[src/sld_defs.svh]
/*
  Constants for the serial shift latch sink driver: widths, reset values
  and sink drive level. Assumes inclusion by bare name from the package
  and the sld_top module.
*/
`ifndef SLD_DEFS_SVH
`define SLD_DEFS_SVH

// --------------------------------------------------------------
// Widths, reset values and sink drive level
// --------------------------------------------------------------
`define SLD_WIDTH 8
`define SLD_STAGE_RST 8'h00
`define SLD_SYNC_RST 1'b0
`define SLD_SINK_DRIVE 8'h00

`endif

[src/sld_pkg.sv]
/*
  Types shared by the serial shift latch sink driver.
  Assumes sld_defs.svh is on the include path.
*/
`default_nettype none

`include "sld_defs.svh"

package sld_pkg;
  typedef logic [`SLD_WIDTH-1:0] sld_byte_t;
endpackage

`default_nettype wire

[src/sld_sync.sv]
/*
  Two flip-flop synchroniser for a group of pin levels.
  Assumes inputs are asynchronous to clk_sys; output lags by two edges.
*/
`timescale 1ns/1ns
`default_nettype none

module sld_sync
  import sld_pkg::*;
#(
  parameter int WIDTH = 5
)
(
  input wire logic clk_sys,
  input wire logic rst_b,
  input wire logic [WIDTH-1:0] pinIn,
  output logic [WIDTH-1:0] syncOut
);

  logic [WIDTH-1:0] firstFf;
  logic [WIDTH-1:0] next_firstFf;
  logic [WIDTH-1:0] next_syncOut;

  always_comb
  begin
    next_firstFf = pinIn;
    next_syncOut = firstFf;
  end

  // First stage read only by the second one
  always_ff @(posedge clk_sys or negedge rst_b)
  begin
    if (!rst_b)
    begin
      firstFf <= '0;
      syncOut <= '0;
    end
    else
    begin
      firstFf <= next_firstFf;
      syncOut <= next_syncOut;
    end
  end

endmodule

`default_nettype wire

[src/sld_top.sv]
/*
  Serial shift register, transparent/hold latch and eight open-drain sink
  drivers with a cascade output. Assumes shift clock, data, latch, enable
  and clear arrive as asynchronous pins; shift clock well below clk_sys/4.
*/
// How it works
// [RULE1] Eight flops form the serial shift chain, stepped by the shift clock.
// [RULE2] Each shift clock rise loads the data pin into stage one and shifts.
// [RULE3] A second set of eight flops takes the chain and drives the sinks.
// [RULE4] The cascade output shows the eighth shift stage.
// [RULE5] Systems chain devices by wiring cascade output to the next data input.
// [RULE6] Latch control low holds the sink state whatever the chain does.
// [RULE7] Latch control high makes the latch follow the chain.
// [RULE8] Enable pin high turns all eight sinks off.
// [RULE9] Enable pin low drives the sinks from the latched data.
// [RULE10] Clear low resets the shift chain and the latch.
// [RULE11] Clear low turns off all sinks and the cascade output.
// [RULE12] First bit in appears on sink one, then moves toward sink eight.
// [RULE13] A sink pin level is the inverse of its stored data bit.
// [RULE14] The system holds clear low before and during power up.
// [RULE15] Clear and enable gate the outputs without waiting for a clock.
`timescale 1ns/1ns
`default_nettype none

`include "sld_defs.svh"

module sld_top
  import sld_pkg::*;
(
  input wire logic clk_sys,
  input wire logic rst_b,
  input wire logic shiftClk,
  input wire logic serialDataIn,
  input wire logic latchCtl,
  input wire logic outputEnableN,
  input wire logic clearN,
  output logic cascadeOut,
  output logic [`SLD_WIDTH-1:0] sinkOut,
  output logic [`SLD_WIDTH-1:0] sinkOe_n
);

  // --------------------------------------------------------------
  // Pin synchronisers
  // --------------------------------------------------------------
  // Enable skips the sync: it gates the sinks straight from its pin
  logic [3:0] syncBus;
  logic sckS;
  logic dataS;
  logic latchS;
  logic clrNS;

  sld_sync #(.WIDTH(4)) u_sync
  (
    .clk_sys(clk_sys),
    .rst_b(rst_b),
    .pinIn({shiftClk, serialDataIn, latchCtl, clearN}),
    .syncOut(syncBus)
  );

  assign sckS = syncBus[3];
  assign dataS = syncBus[2];
  assign latchS = syncBus[1];
  assign clrNS = syncBus[0];

  // --------------------------------------------------------------
  // Shift chain and latch
  // --------------------------------------------------------------
  sld_byte_t stage;
  sld_byte_t hold;
  logic sckPrev;
  sld_byte_t next_stage;
  sld_byte_t next_hold;
  logic next_sckPrev;
  logic shiftRise;

  // Data and clock share the same sync delay, so setup is preserved
  assign shiftRise = sckS & ~sckPrev;

  always_comb
  begin
    next_sckPrev = sckS;
    next_stage = stage;
    next_hold = hold;
    if (!clrNS)
    begin
      next_stage = `SLD_STAGE_RST; // RULE10
      next_hold = `SLD_STAGE_RST; // RULE10
    end
    else
    begin
      if (shiftRise)
      begin
        next_stage = {stage[`SLD_WIDTH-2:0], dataS}; // RULE1 RULE2 RULE12
      end
      if (latchS)
      begin
        next_hold = stage; // RULE3 RULE7
      end
    end
  end

  always_ff @(posedge clk_sys or negedge rst_b)
  begin
    if (!rst_b)
    begin
      stage <= `SLD_STAGE_RST;
      hold <= `SLD_STAGE_RST;
      sckPrev <= `SLD_SYNC_RST;
    end
    else
    begin
      stage <= next_stage;
      hold <= next_hold; // RULE6
      sckPrev <= next_sckPrev;
    end
  end

  // --------------------------------------------------------------
  // Output drivers
  // --------------------------------------------------------------
  // Raw pins gate here on purpose: off must not wait for a clock
  logic sinkEnable;

  assign sinkEnable = clearN & ~outputEnableN; // RULE15 RULE8 RULE11
  // Open drain: pin pulled low for a stored one, so level is inverted
  assign sinkOut = `SLD_SINK_DRIVE; // RULE13
  assign sinkOe_n = ~(hold & {`SLD_WIDTH{sinkEnable}}); // RULE9 RULE13
  assign cascadeOut = stage[`SLD_WIDTH-1] & clearN; // RULE4 RULE11
endmodule

`default_nettype wire

[config.mk]
export PLATFORM = sky130hd
export DESIGN_NAME = sld_top
export DESIGN_NICKNAME = d
export VERILOG_FILES = /design/src/sld_pkg.sv /design/src/sld_sync.sv /design/src/sld_top.sv
export VERILOG_INCLUDE_DIRS = /design/src
export SDC_FILE = /design/constraint.sdc
export NUM_CORES = 1
export LEC_CHECK = 0
export BUFFER_PORTS_ARGS = -buffer_cell sky130_fd_sc_hd__buf_2
export CORE_AREA = 2 2 68 54
export DETAILED_ROUTE_END_ITERATION = 16
export DIE_AREA = 0 0 70 56
export GPL_TIMING_DRIVEN = 1
export RECOVER_POWER = 100
export SLEW_MARGIN = 10
export SYNTH_ARGS = -nofsm -noshare
export SYNTH_HDL_FRONTEND = slang
export SYNTH_SLANG_ARGS = --single-unit
export TNS_END_PERCENT = 50
[constraint.sdc]
create_clock -name clk_sys -period 1.42 [get_ports clk_sys]
set_input_delay 0 -clock clk_sys [delete_from_list [all_inputs] [get_ports clk_sys]]
set_output_delay 0 -clock clk_sys [all_outputs]
set_load 0.05 [all_outputs]
# After elaboration in Yosys (flattened, before gate mapping)
# Index checks and enable logic that the tools add are counted.
# Widths: inputs -> output; s select.
# totals
ram_bits	0
ff_bits	25
rom_bits	0
wordCells	18
memories	0
inputBits	7
out_inout_bits	17
latch_bits	0
# op_classes
add_sub_neg	0
bitwise	7
reduce_logical	0
n_div	0
eq_ne	2
n_mux	4
n_shift	0
mul	0
magnitude_cmp	0
# op_table
operator	n
$mux 8	4
$and 8x8->8	1
$not 8->8	1
$and 1x1->1	3
$ne 2x1->1 const B	1
$ne 2x2->1 const B	1
$not 1->1	2

# Longest topological paths before layout
# Gate-level depths: netlist of run 1.
# depth
depth_word	4
ltp_mapped	4
ltp_nobuf	2

# Hierarchy
# A second synthesis of run 1 with hierarchy kept.
# hier_totals
hier_cells	83
hier_area_um2	1046.0
# modules_own_cells
mod	cells_each	seq_area_each_um2	area_per_inst_um2	n_inst
sld_top	75	425.4	845.8	1
sld_sync	8	200.2	200.2	1

# Worst setup path before layout of run 1
# Ideal clock, no wire load.
# synth_path
kind	reg2reg
start	register sckPrev
end	register stage[0]
arrival_time_ns	0.780
n_path_buf	1
stages_incl_launch_ff	4
setup_ns	0.079
required_time_ns	1.341
period_less_slack_ns	0.860
slack_ns	0.560
path_cell_list	dfrtp_1 nor2b_4 buf_6 mux2i_1
# synth_via
elab_chain_len	3
# synth_rtl
item	line	source
start, declared	sld_top.sv:70	logic sckPrev;
start signal, assigned	sld_top.sv:108	sckPrev <= `SLD_SYNC_RST;
start signal, assigned	sld_top.sv:114	sckPrev <= next_sckPrev;
$not 1->1	sld_top.sv:77	assign shiftRise = sckS & ~sckPrev;
$and 1x1->1	sld_top.sv:77	
$ne 2x2->1 (no line)	n/a	
end signal, assigned	sld_top.sv:106	stage <= `SLD_STAGE_RST;
end signal, assigned	sld_top.sv:112	stage <= next_stage;
end, declared	sld_top.sv:68	sld_byte_t stage;
# Every way passes these cells.
# A chain may end at the register's enable or synchronous reset.

# Worst setup path after layout of run 1
# layout_path
start	input port clearN
end	output port sinkOe_n[1]
# layout_via
elab_chain_len	3
# layout_rtl
item	line	source
start, declared	sld_top.sv:36	input wire logic clearN,
$and 1x1->1	sld_top.sv:124	assign sinkEnable = clearN & ~outputEnableN;
$and 8x8->8	sld_top.sv:127	assign sinkOe_n = ~(hold & {`SLD_WIDTH{sinkEnable}});
$not 8->8	sld_top.sv:127	
end, declared	sld_top.sv:39	output logic [`SLD_WIDTH-1:0] sinkOe_n
# Every way passes these cells.

==> results.toml, run 1 <==
[setup_path]
crit_chain = "dlygate4sd3_1 > clkbuf_1 > nor2b_1 > buf_4 > nand2_1 > clkbuf_2"
cpPeakStageDelay_ns = 0.53
critPathBufInv = 4
crit_type = "in -> out"
cp_top_family = "buffers and inverters"
cp-end-kind = "primary output"
slowest_stage = "dlygate4sd3_1"
start_kind = "input pin"
path_max_fanout = 8
reg2reg_slack_ns = 0.39
worstPathRequired_ns = 1.42
worstPathArrival_ns = 1.28

[floorplanning]
die_h_um = 56
initial_core_util_pct = 32.7
coreArea_um2 = 3200
io_pins = 24
rows = 18
dieArea_um2 = 3920
die_x_um = 70

[synthesis]
netlist-cell-type-count = 12
synth_area_per_cell_um2 = 12.6
synth_seq_cells = 25
ys.warnings.count = 0
ys_seq_area_share_pct = 59.8
netlist_area_um2 = 1050
synth_top_area_cell = "dfrtp_1"
synth_top_area_share_pct = 59.8
netlist_instances = 83
yosys-top-cells-area = "dfrtp_1, mux2i_1, buf_4"

[global_route]
overflow = 0
grt_pass1_wl_um = 2750
grt_max_degree = 26
gr-usage-all-layers_pct = 9.19
grt_pass1_vias = 568
antenna_found_initial = 0

[layout]
syn2layout_area_growth_pct = 13.2
nets = 110
drive_gt1_share_pct = 18.6
diodes = 0
multi_input_area_um2 = 333
fillers = 344
register_area_um2 = 626

[place]
dp_slack_ns = 0.389
port_buffers = 15
dpl.hpwl_um = 1090
place_congestion = 0.679

[pwr]
clkPwrFrac_pct = 32.3
p_leak_nw = 0.557
seqPwrFrac_pct = 59.0
internal_power_mw = 0.961
power_density_nw_per_um2 = 1070
irDropWorstVdd_v = 0.000667
comb_power_share_pct = 8.7
switchingPower_mw = 0.301
swShare_pct = 23.8

[cts]
insertion_delay_ns = 0.26
cts_tree = "yes"
numCtsBuffers = 3
clockBufferDepth = 2
cts_sinks = 25
cts_resized = 0
root_buffer = "clkbuf_8"
htree_levels = 1
path_clk_slew_ns = 0.08

[timing]
setup_violations = 0
hold_violations = 0
max_slew.worst_pin.slew_ns = 0.612
max_freq_mhz = 781
fin_crit_sh_pct = 90.1
final-max-slew-violation-count = 0
fin_ws_ns = 0.140
fin_setup_tns_ns = 0
rsz0062_at_grt = "no"
clock_skew_ns = 0.00789
max_slew_margin_pct = 59.2
layout_min_cycle_time_ns = 1.28

[routing]
vias = 583
ant_nets = 0
wl_um = 1590
viasPerCell = 4.11
firstDrtPassIters = 4
remaining_drc_errors = 0
wl_per_cell_um = 11.2
drt-initial-drc-count = 17

[run_status]
status = "complete, no violations"

[flow_run]
maxCapViolCount = 0

[worst_hold_path]
hold_path_class = "in -> async"
cells in the mapped netlist:
cell / number
nor2b_4: 1
nand2_1: 16
nor2b_1: 9
buf_2: 1
buf_4: 8
buf_6: 3
nand2_2: 1
mux2i_1: 16
and2_1: 1
conb_1: 1
dfrtp_1: 25
buf_8: 1
stage by stage:
step	power, mW	hold WS (ns)	utilization, %	cells	cell area [um^2]
finish	1.26	0.286	37.0	142	1180
global route	1.32	0.336	37.0	142	1180
CTS	1.28	0.275	37.1	142	1190
detailed placement	0.860	0.0183	34.1	133	1090
global placement	0.858	0.00803	34.1	133	1090
floorplan	0.859	-0.296	-	90	1070
layout by cell type, fill, tap and decap left out, drive strengths merged:
master       instances
mux2i               16
nand2               17
dlygate4sd3          5
nor2b               10
clkbuf              14
buf                  6
and2                 1
dfrtp               25
conb                 8
worst paths after layout:
check,from,end,cells past startpoint
worst max-delay path,clearN,sinkOe_n[1],6
min in group clk_sys,u_sync.firstFf[2],u_sync.syncOut[2],0
worst min register to register,u_sync.firstFf[2],u_sync.syncOut[2],0
worst max register to register,u_sync.syncOut[1],hold[7],2
max in group asynchronous,rst_b,u_sync.firstFf[0],2
worst min-delay path,rst_b,hold[5],2
power by group through the flow:
stage / Combinational [mW] / Clock [mW] / Sequential [mW]
floorplan: 0.112 / 0 / 0.747
global placement: 0.0994 / 0 / 0.758
detailed placement: 0.101 / 0 / 0.759
CTS: 0.112 / 0.425 / 0.745
global route: 0.118 / 0.457 / 0.748
finish: 0.110 / 0.407 / 0.744
area by class of cell:
class                           count  share of cell area, %
Clock buffer                        4                   3.81
Tap cell                           40                   4.23
Timing Repair Buffer               21                   11.0
Sequential cell                    25                   52.9
Multi-Input combinational cell     52                   28.1
repair_timing:
action	CTS	global route
endpoints found under the setup margin	0	0
endpoints found under the hold margin	29	0
setup buffers	0	0
hold buffers	5	0
registers in the layout, indices dropped and copies added, names as in the netlist:
name,cells
hold,8
stage,8
u_sync.firstFf,4
u_sync.syncOut,4
sckPrev,1
per-layer routing:
| metal | track usage (%) | part of all wire [%] | vias to the layer above |
|---|---|---|---|
| met2 | 12.0 | 41 | 24 |
| met1 | 13.8 | 53 | 273 |
| met5 | 0 | 0 | - |
| met4 | 2.47 | 0.25 | 0 |
| met3 | 3.80 | 6.1 | 2 |
| li1 | - | - | 284 |
kinds of logic after synthesis:
group                  synth area share (%)
buffers and inverters                  10.9
AND/OR/NAND/NOR                        13.6
flip-flops                             59.8
multiplexers                           15.3
other                                 0.359
Note: power is estimated with default switching activity, not from simulation.
==> inputs of run 2 (changes only) <==
- ABC_CLOCK_PERIOD_IN_PS: unset -> 1420
- RECOVER_POWER: 100 -> 25
==> results.toml, run 2 (synthesized netlist as in run 1, its figures left out) <==
[run_status]
status = "complete, no violations"

[floorplanning]
die_h_um = 56
io_pins = 24
initial_core_util_pct = 32.7
coreArea_um2 = 3200
rows = 18
dieArea_um2 = 3920
die_x_um = 70

[pwr]
p_leak_nw = 0.552
irDropWorstVdd_v = 0.000667
internal_power_mw = 0.961
clkPwrFrac_pct = 32.3
power_density_nw_per_um2 = 1060
seqPwrFrac_pct = 59.0
comb_power_share_pct = 8.7
finalPower_mw = 1.26
swShare_pct = 23.8
switchingPower_mw = 0.301

[setup_path]
worstPathArrival_ns = 1.26
crit_chain = "dlygate4sd3_1 > clkbuf_1 > nor2b_1 > buf_4 > nand2_1 > buf_2"
cpPeakStageDelay_ns = 0.53
crit_type = "in -> out"
slowest_stage = "dlygate4sd3_1"
path_max_fanout = 8
start_kind = "input pin"
worstPathRequired_ns = 1.42
cp-end-kind = "primary output"

[cts]
post-cts-setup-buffers = 0
htree_levels = 1
cts_tree = "yes"
clockBufferDepth = 2
path_clk_slew_ns = 0.08
cts_sinks = 25
numCtsBuffers = 3
insertion_delay_ns = 0.26
root_buffer = "clkbuf_8"

[layout]
top_regs = "hold (8), stage (8)"
nets = 110
drive_gt1_share_pct = 19.6
layout.cells.non_filler = 142
diodes = 0
register_area_um2 = 626
multi_input_area_um2 = 333
syn2layout_area_growth_pct = 13.3
fillers = 343
final_common_cell = "dfrtp_1"
final_cell_mix = "dfrtp_1, nand2_1, mux2i_1"

[routing]
remaining_drc_errors = 0
highest_layer = "met3"
vias = 578
wl_met1_um = 832
route.met3.wl_um = 105
wl_met2_um = 650
viasPerCell = 4.07
ant_nets = 0
drt-initial-drc-count = 14
wl_um = 1590
wl_per_cell_um = 11.2
firstDrtPassIters = 4

[flow_run]
maxCapViolCount = 0

[timing]
max_slew.worst_pin.slew_ns = 0.611
setup_violations = 0
fin_crit_sh_pct = 88.6
fin_ws_ns = 0.162
fin_setup_tns_ns = 0
rsz0062_at_grt = "no"
max_slew_margin_pct = 59.3
clock_skew_ns = 0.00788
layout_min_cycle_time_ns = 1.26
final-max-slew-violation-count = 0
max_freq_mhz = 795
hold_violations = 0

[place]
dpl.hpwl_um = 1090
port_buffers = 15
dp_cells = 133
dp_slack_ns = 0.389
place_congestion = 0.679

[global_route]
overflow = 0
grt_pass1_vias = 568
antenna_found_initial = 0
grt_pass1_wl_um = 2750
grt_max_degree = 26
gr-usage-all-layers_pct = 9.19

[worst_hold_path]
hold_path_class = "in -> async"
run 2: per-layer routing:
layer,track usage [%],vias up
met4,2.47,0
li1,-,284
met1,13.8,270
met5,0,-
met3,3.80,0
met2,12.0,24
run 2: critical path, delay by kind of cell:
kind | cells | cell delay, ns
AND/OR/NAND/NOR | 2 | 0.20
buffers and inverters | 4 | 1.05
run 2: repair_timing:
action / 4_1_cts / 5_1_grt
hold endpoints to repair: 29 / 0
resized for setup: 0 / 0
hold buffers: 5 / 0
run 2: power by group through the flow:
stage	logic, mW	clock network (mW)	registers [mW]
6_report	0.110	0.407	0.744
5_1_grt	0.118	0.457	0.748
4_1_cts	0.112	0.425	0.745
3_5_place_dp	0.101	0	0.759
3_3_place_gp	0.0994	0	0.758
2_1_floorplan	0.112	0	0.747
run 2: final timing paths:
path	endpoint	cells past startpoint	slack (ns)	startpoint
setup / recovery	sinkOe_n[1]	6	0.16	clearN
min in group clk_sys	u_sync.syncOut[2]	0	0.35	u_sync.firstFf[2]
hold / removal	hold[5]	2	0.28	rst_b
setup reg to reg	hold[7]	2	0.39	u_sync.syncOut[1]
max in group asynchronous	u_sync.firstFf[0]	2	0.73	rst_b
hold reg to reg	u_sync.syncOut[2]	0	0.35	u_sync.firstFf[2]
run 2: area by class of cell:
class / count / share of cell area (%)
Sequential cell: 25 / 52.8
Timing Repair Buffer: 21 / 11.1
Multi-Input combinational cell: 52 / 28.1
Clock buffer: 4 / 3.80
Tap cell: 40 / 4.22
run 2: stage by stage:
step | hold WS [ns] | utilization [%] | area, um^2
3_5_place_dp | 0.0183 | 34.1 | 1090
2_1_floorplan | -0.296 | - | 1070
3_3_place_gp | 0.00803 | 34.1 | 1090
5_1_grt | 0.336 | 37.1 | 1180
4_1_cts | 0.275 | 37.1 | 1190
6_report | 0.284 | 37.1 | 1180
==> inputs of run 3 (changes only) <==
- CORE_AREA: 2 2 68 54 -> 2 2 59 47
- DIE_AREA: 0 0 70 56 -> 0 0 61 49
- PLACE_DENSITY: unset -> 0.67
==> results.toml, run 3 (synthesized netlist as in run 1, its figures left out) <==
[run_status]
status = "complete, no violations"

[global_route]
gr-usage-all-layers_pct = 11.7
grt_max_degree = 26
antenna_found_initial = 0
grt_pass1_vias = 572
overflow = 0
grt_pass1_wl_um = 2520

[cts]
cts_sinks = 25
clockBufferDepth = 2
hold_buffers = 5
cts_resized = 0
htree_levels = 1
numCtsBuffers = 3
insertion_delay_ns = 0.31
cts_tree = "yes"
path_clk_slew_ns = 0.12
root_buffer = "clkbuf_4"
post-cts-setup-buffers = 0

[setup_path]
path_max_fanout = 8
slowest_stage = "dlygate4sd3_1"
r2r_start = "u_sync.syncOut[0]"
start_kind = "input pin"
worstPathArrival_ns = 1.26
worstPathRequired_ns = 1.42
cp-end-kind = "primary output"
crit_chain = "dlygate4sd3_1 > clkbuf_1 > nor2b_1 > buf_4 > nand2_1 > buf_2"
reg2reg_slack_ns = 0.40
r2r_cells = 2
crit_type = "in -> out"
r2r_end = "stage[5]"
cpPeakStageDelay_ns = 0.54

[flow_run]
maxCapViolCount = 0

[routing]
wl_per_cell_um = 10.5
wl_met2_um = 647
vias = 580
drt-initial-drc-count = 3
wl_um = 1460
firstDrtPassIters = 3
ant_nets = 0
highest_layer = "met3"
route.met3.wl_um = 77
wl_met1_um = 730
remaining_drc_errors = 0
viasPerCell = 4.20

[layout]
nets = 110
drive_gt1_share_pct = 19.6
top_regs = "hold (8), stage (8)"
diodes = 0
fillers = 234
syn2layout_area_growth_pct = 11.0
register_area_um2 = 626
final_common_cell = "dfrtp_1"
final_cell_mix = "dfrtp_1, nand2_1, mux2i_1"
multi_input_area_um2 = 333
final_util_pct = 47.2
final_area_um2 = 1160

[timing]
setup_violations = 0
hold_violations = 0
layout_min_cycle_time_ns = 1.26
fin_ws_ns = 0.161
rsz0062_at_grt = "no"
max_slew.worst_pin.slew_ns = 0.592
clock_skew_ns = 0.00342
final-max-slew-violation-count = 0
fin_setup_tns_ns = 0
max_slew_margin_pct = 60.6
fin_crit_sh_pct = 88.6
max_freq_mhz = 794

[floorplanning]
initial_core_util_pct = 42.5
dieArea_um2 = 2990
coreArea_um2 = 2460
die_x_um = 61
io_pins = 24
die_h_um = 49
rows = 16

[pwr]
p_leak_nw = 0.544
finalPower_mw = 1.16
power_density_nw_per_um2 = 997
irDropWorstVdd_v = 0.000490

[place]
dpl.hpwl_um = 1030
port_buffers = 15
placed_area_um2 = 1090
dp_slack_ns = 0.406
place_congestion = 0.685

[worst_hold_path]
hold_path_class = "in -> async"
## run 3: metrics by stage
step / std cells / hold WS (ns)
2_1_floorplan: 90 / -0.296
3_3_place_gp: 129 / 0.0110
3_5_place_dp: 129 / 0.0131
4_1_cts: 138 / 0.210
5_1_grt: 138 / 0.260
6_report: 138 / 0.209
## run 3: cell type report
cell class,count,area share (%)
sequential,25,53.9
clock buffer,4,2.26
timing repair buffer,21,11.3
tap,36,3.88
multi-input combinational,52,28.7
## run 3: layer usage
| layer | GRT usage (%) | vias to the layer above |
|---|---|---|
| met2 | 17.0 | 17 |
| met4 | 3.26 | 0 |
| li1 | - | 291 |
| met3 | 5.57 | 0 |
| met1 | 15.5 | 272 |
| met5 | 0 | - |
## run 3: worst max-delay path, delay by kind of cell
| family | cells | cell delay [ns] |
|---|---|---|
| simple gates | 2 | 0.20 |
| buf+inv | 4 | 1.06 |
## run 3: where the power goes
group | switching, mW | total (mW) | internal (mW) | leakage [nW]
Combinational | 0.0750 | 0.108 | 0.0334 | 0.201
Sequential | 0.0170 | 0.745 | 0.728 | 0.328
Clock | 0.195 | 0.305 | 0.110 | 0.0150
## run 3: worst max path at each step
stage                      start     endpoint  slack (ns)  cells past startpoint
2_1_floorplan            sckPrev     stage[0]        0.56                      3
4_1_cts                   clearN  sinkOe_n[7]        0.15                      6
6_report                  clearN  sinkOe_n[1]        0.16                      6
3_3_place_gp   u_sync.syncOut[1]      hold[1]        0.44                      2
3_5_place_dp   u_sync.syncOut[0]     stage[5]        0.41                      2
5_1_grt                   clearN  sinkOe_n[7]         0.1                      6
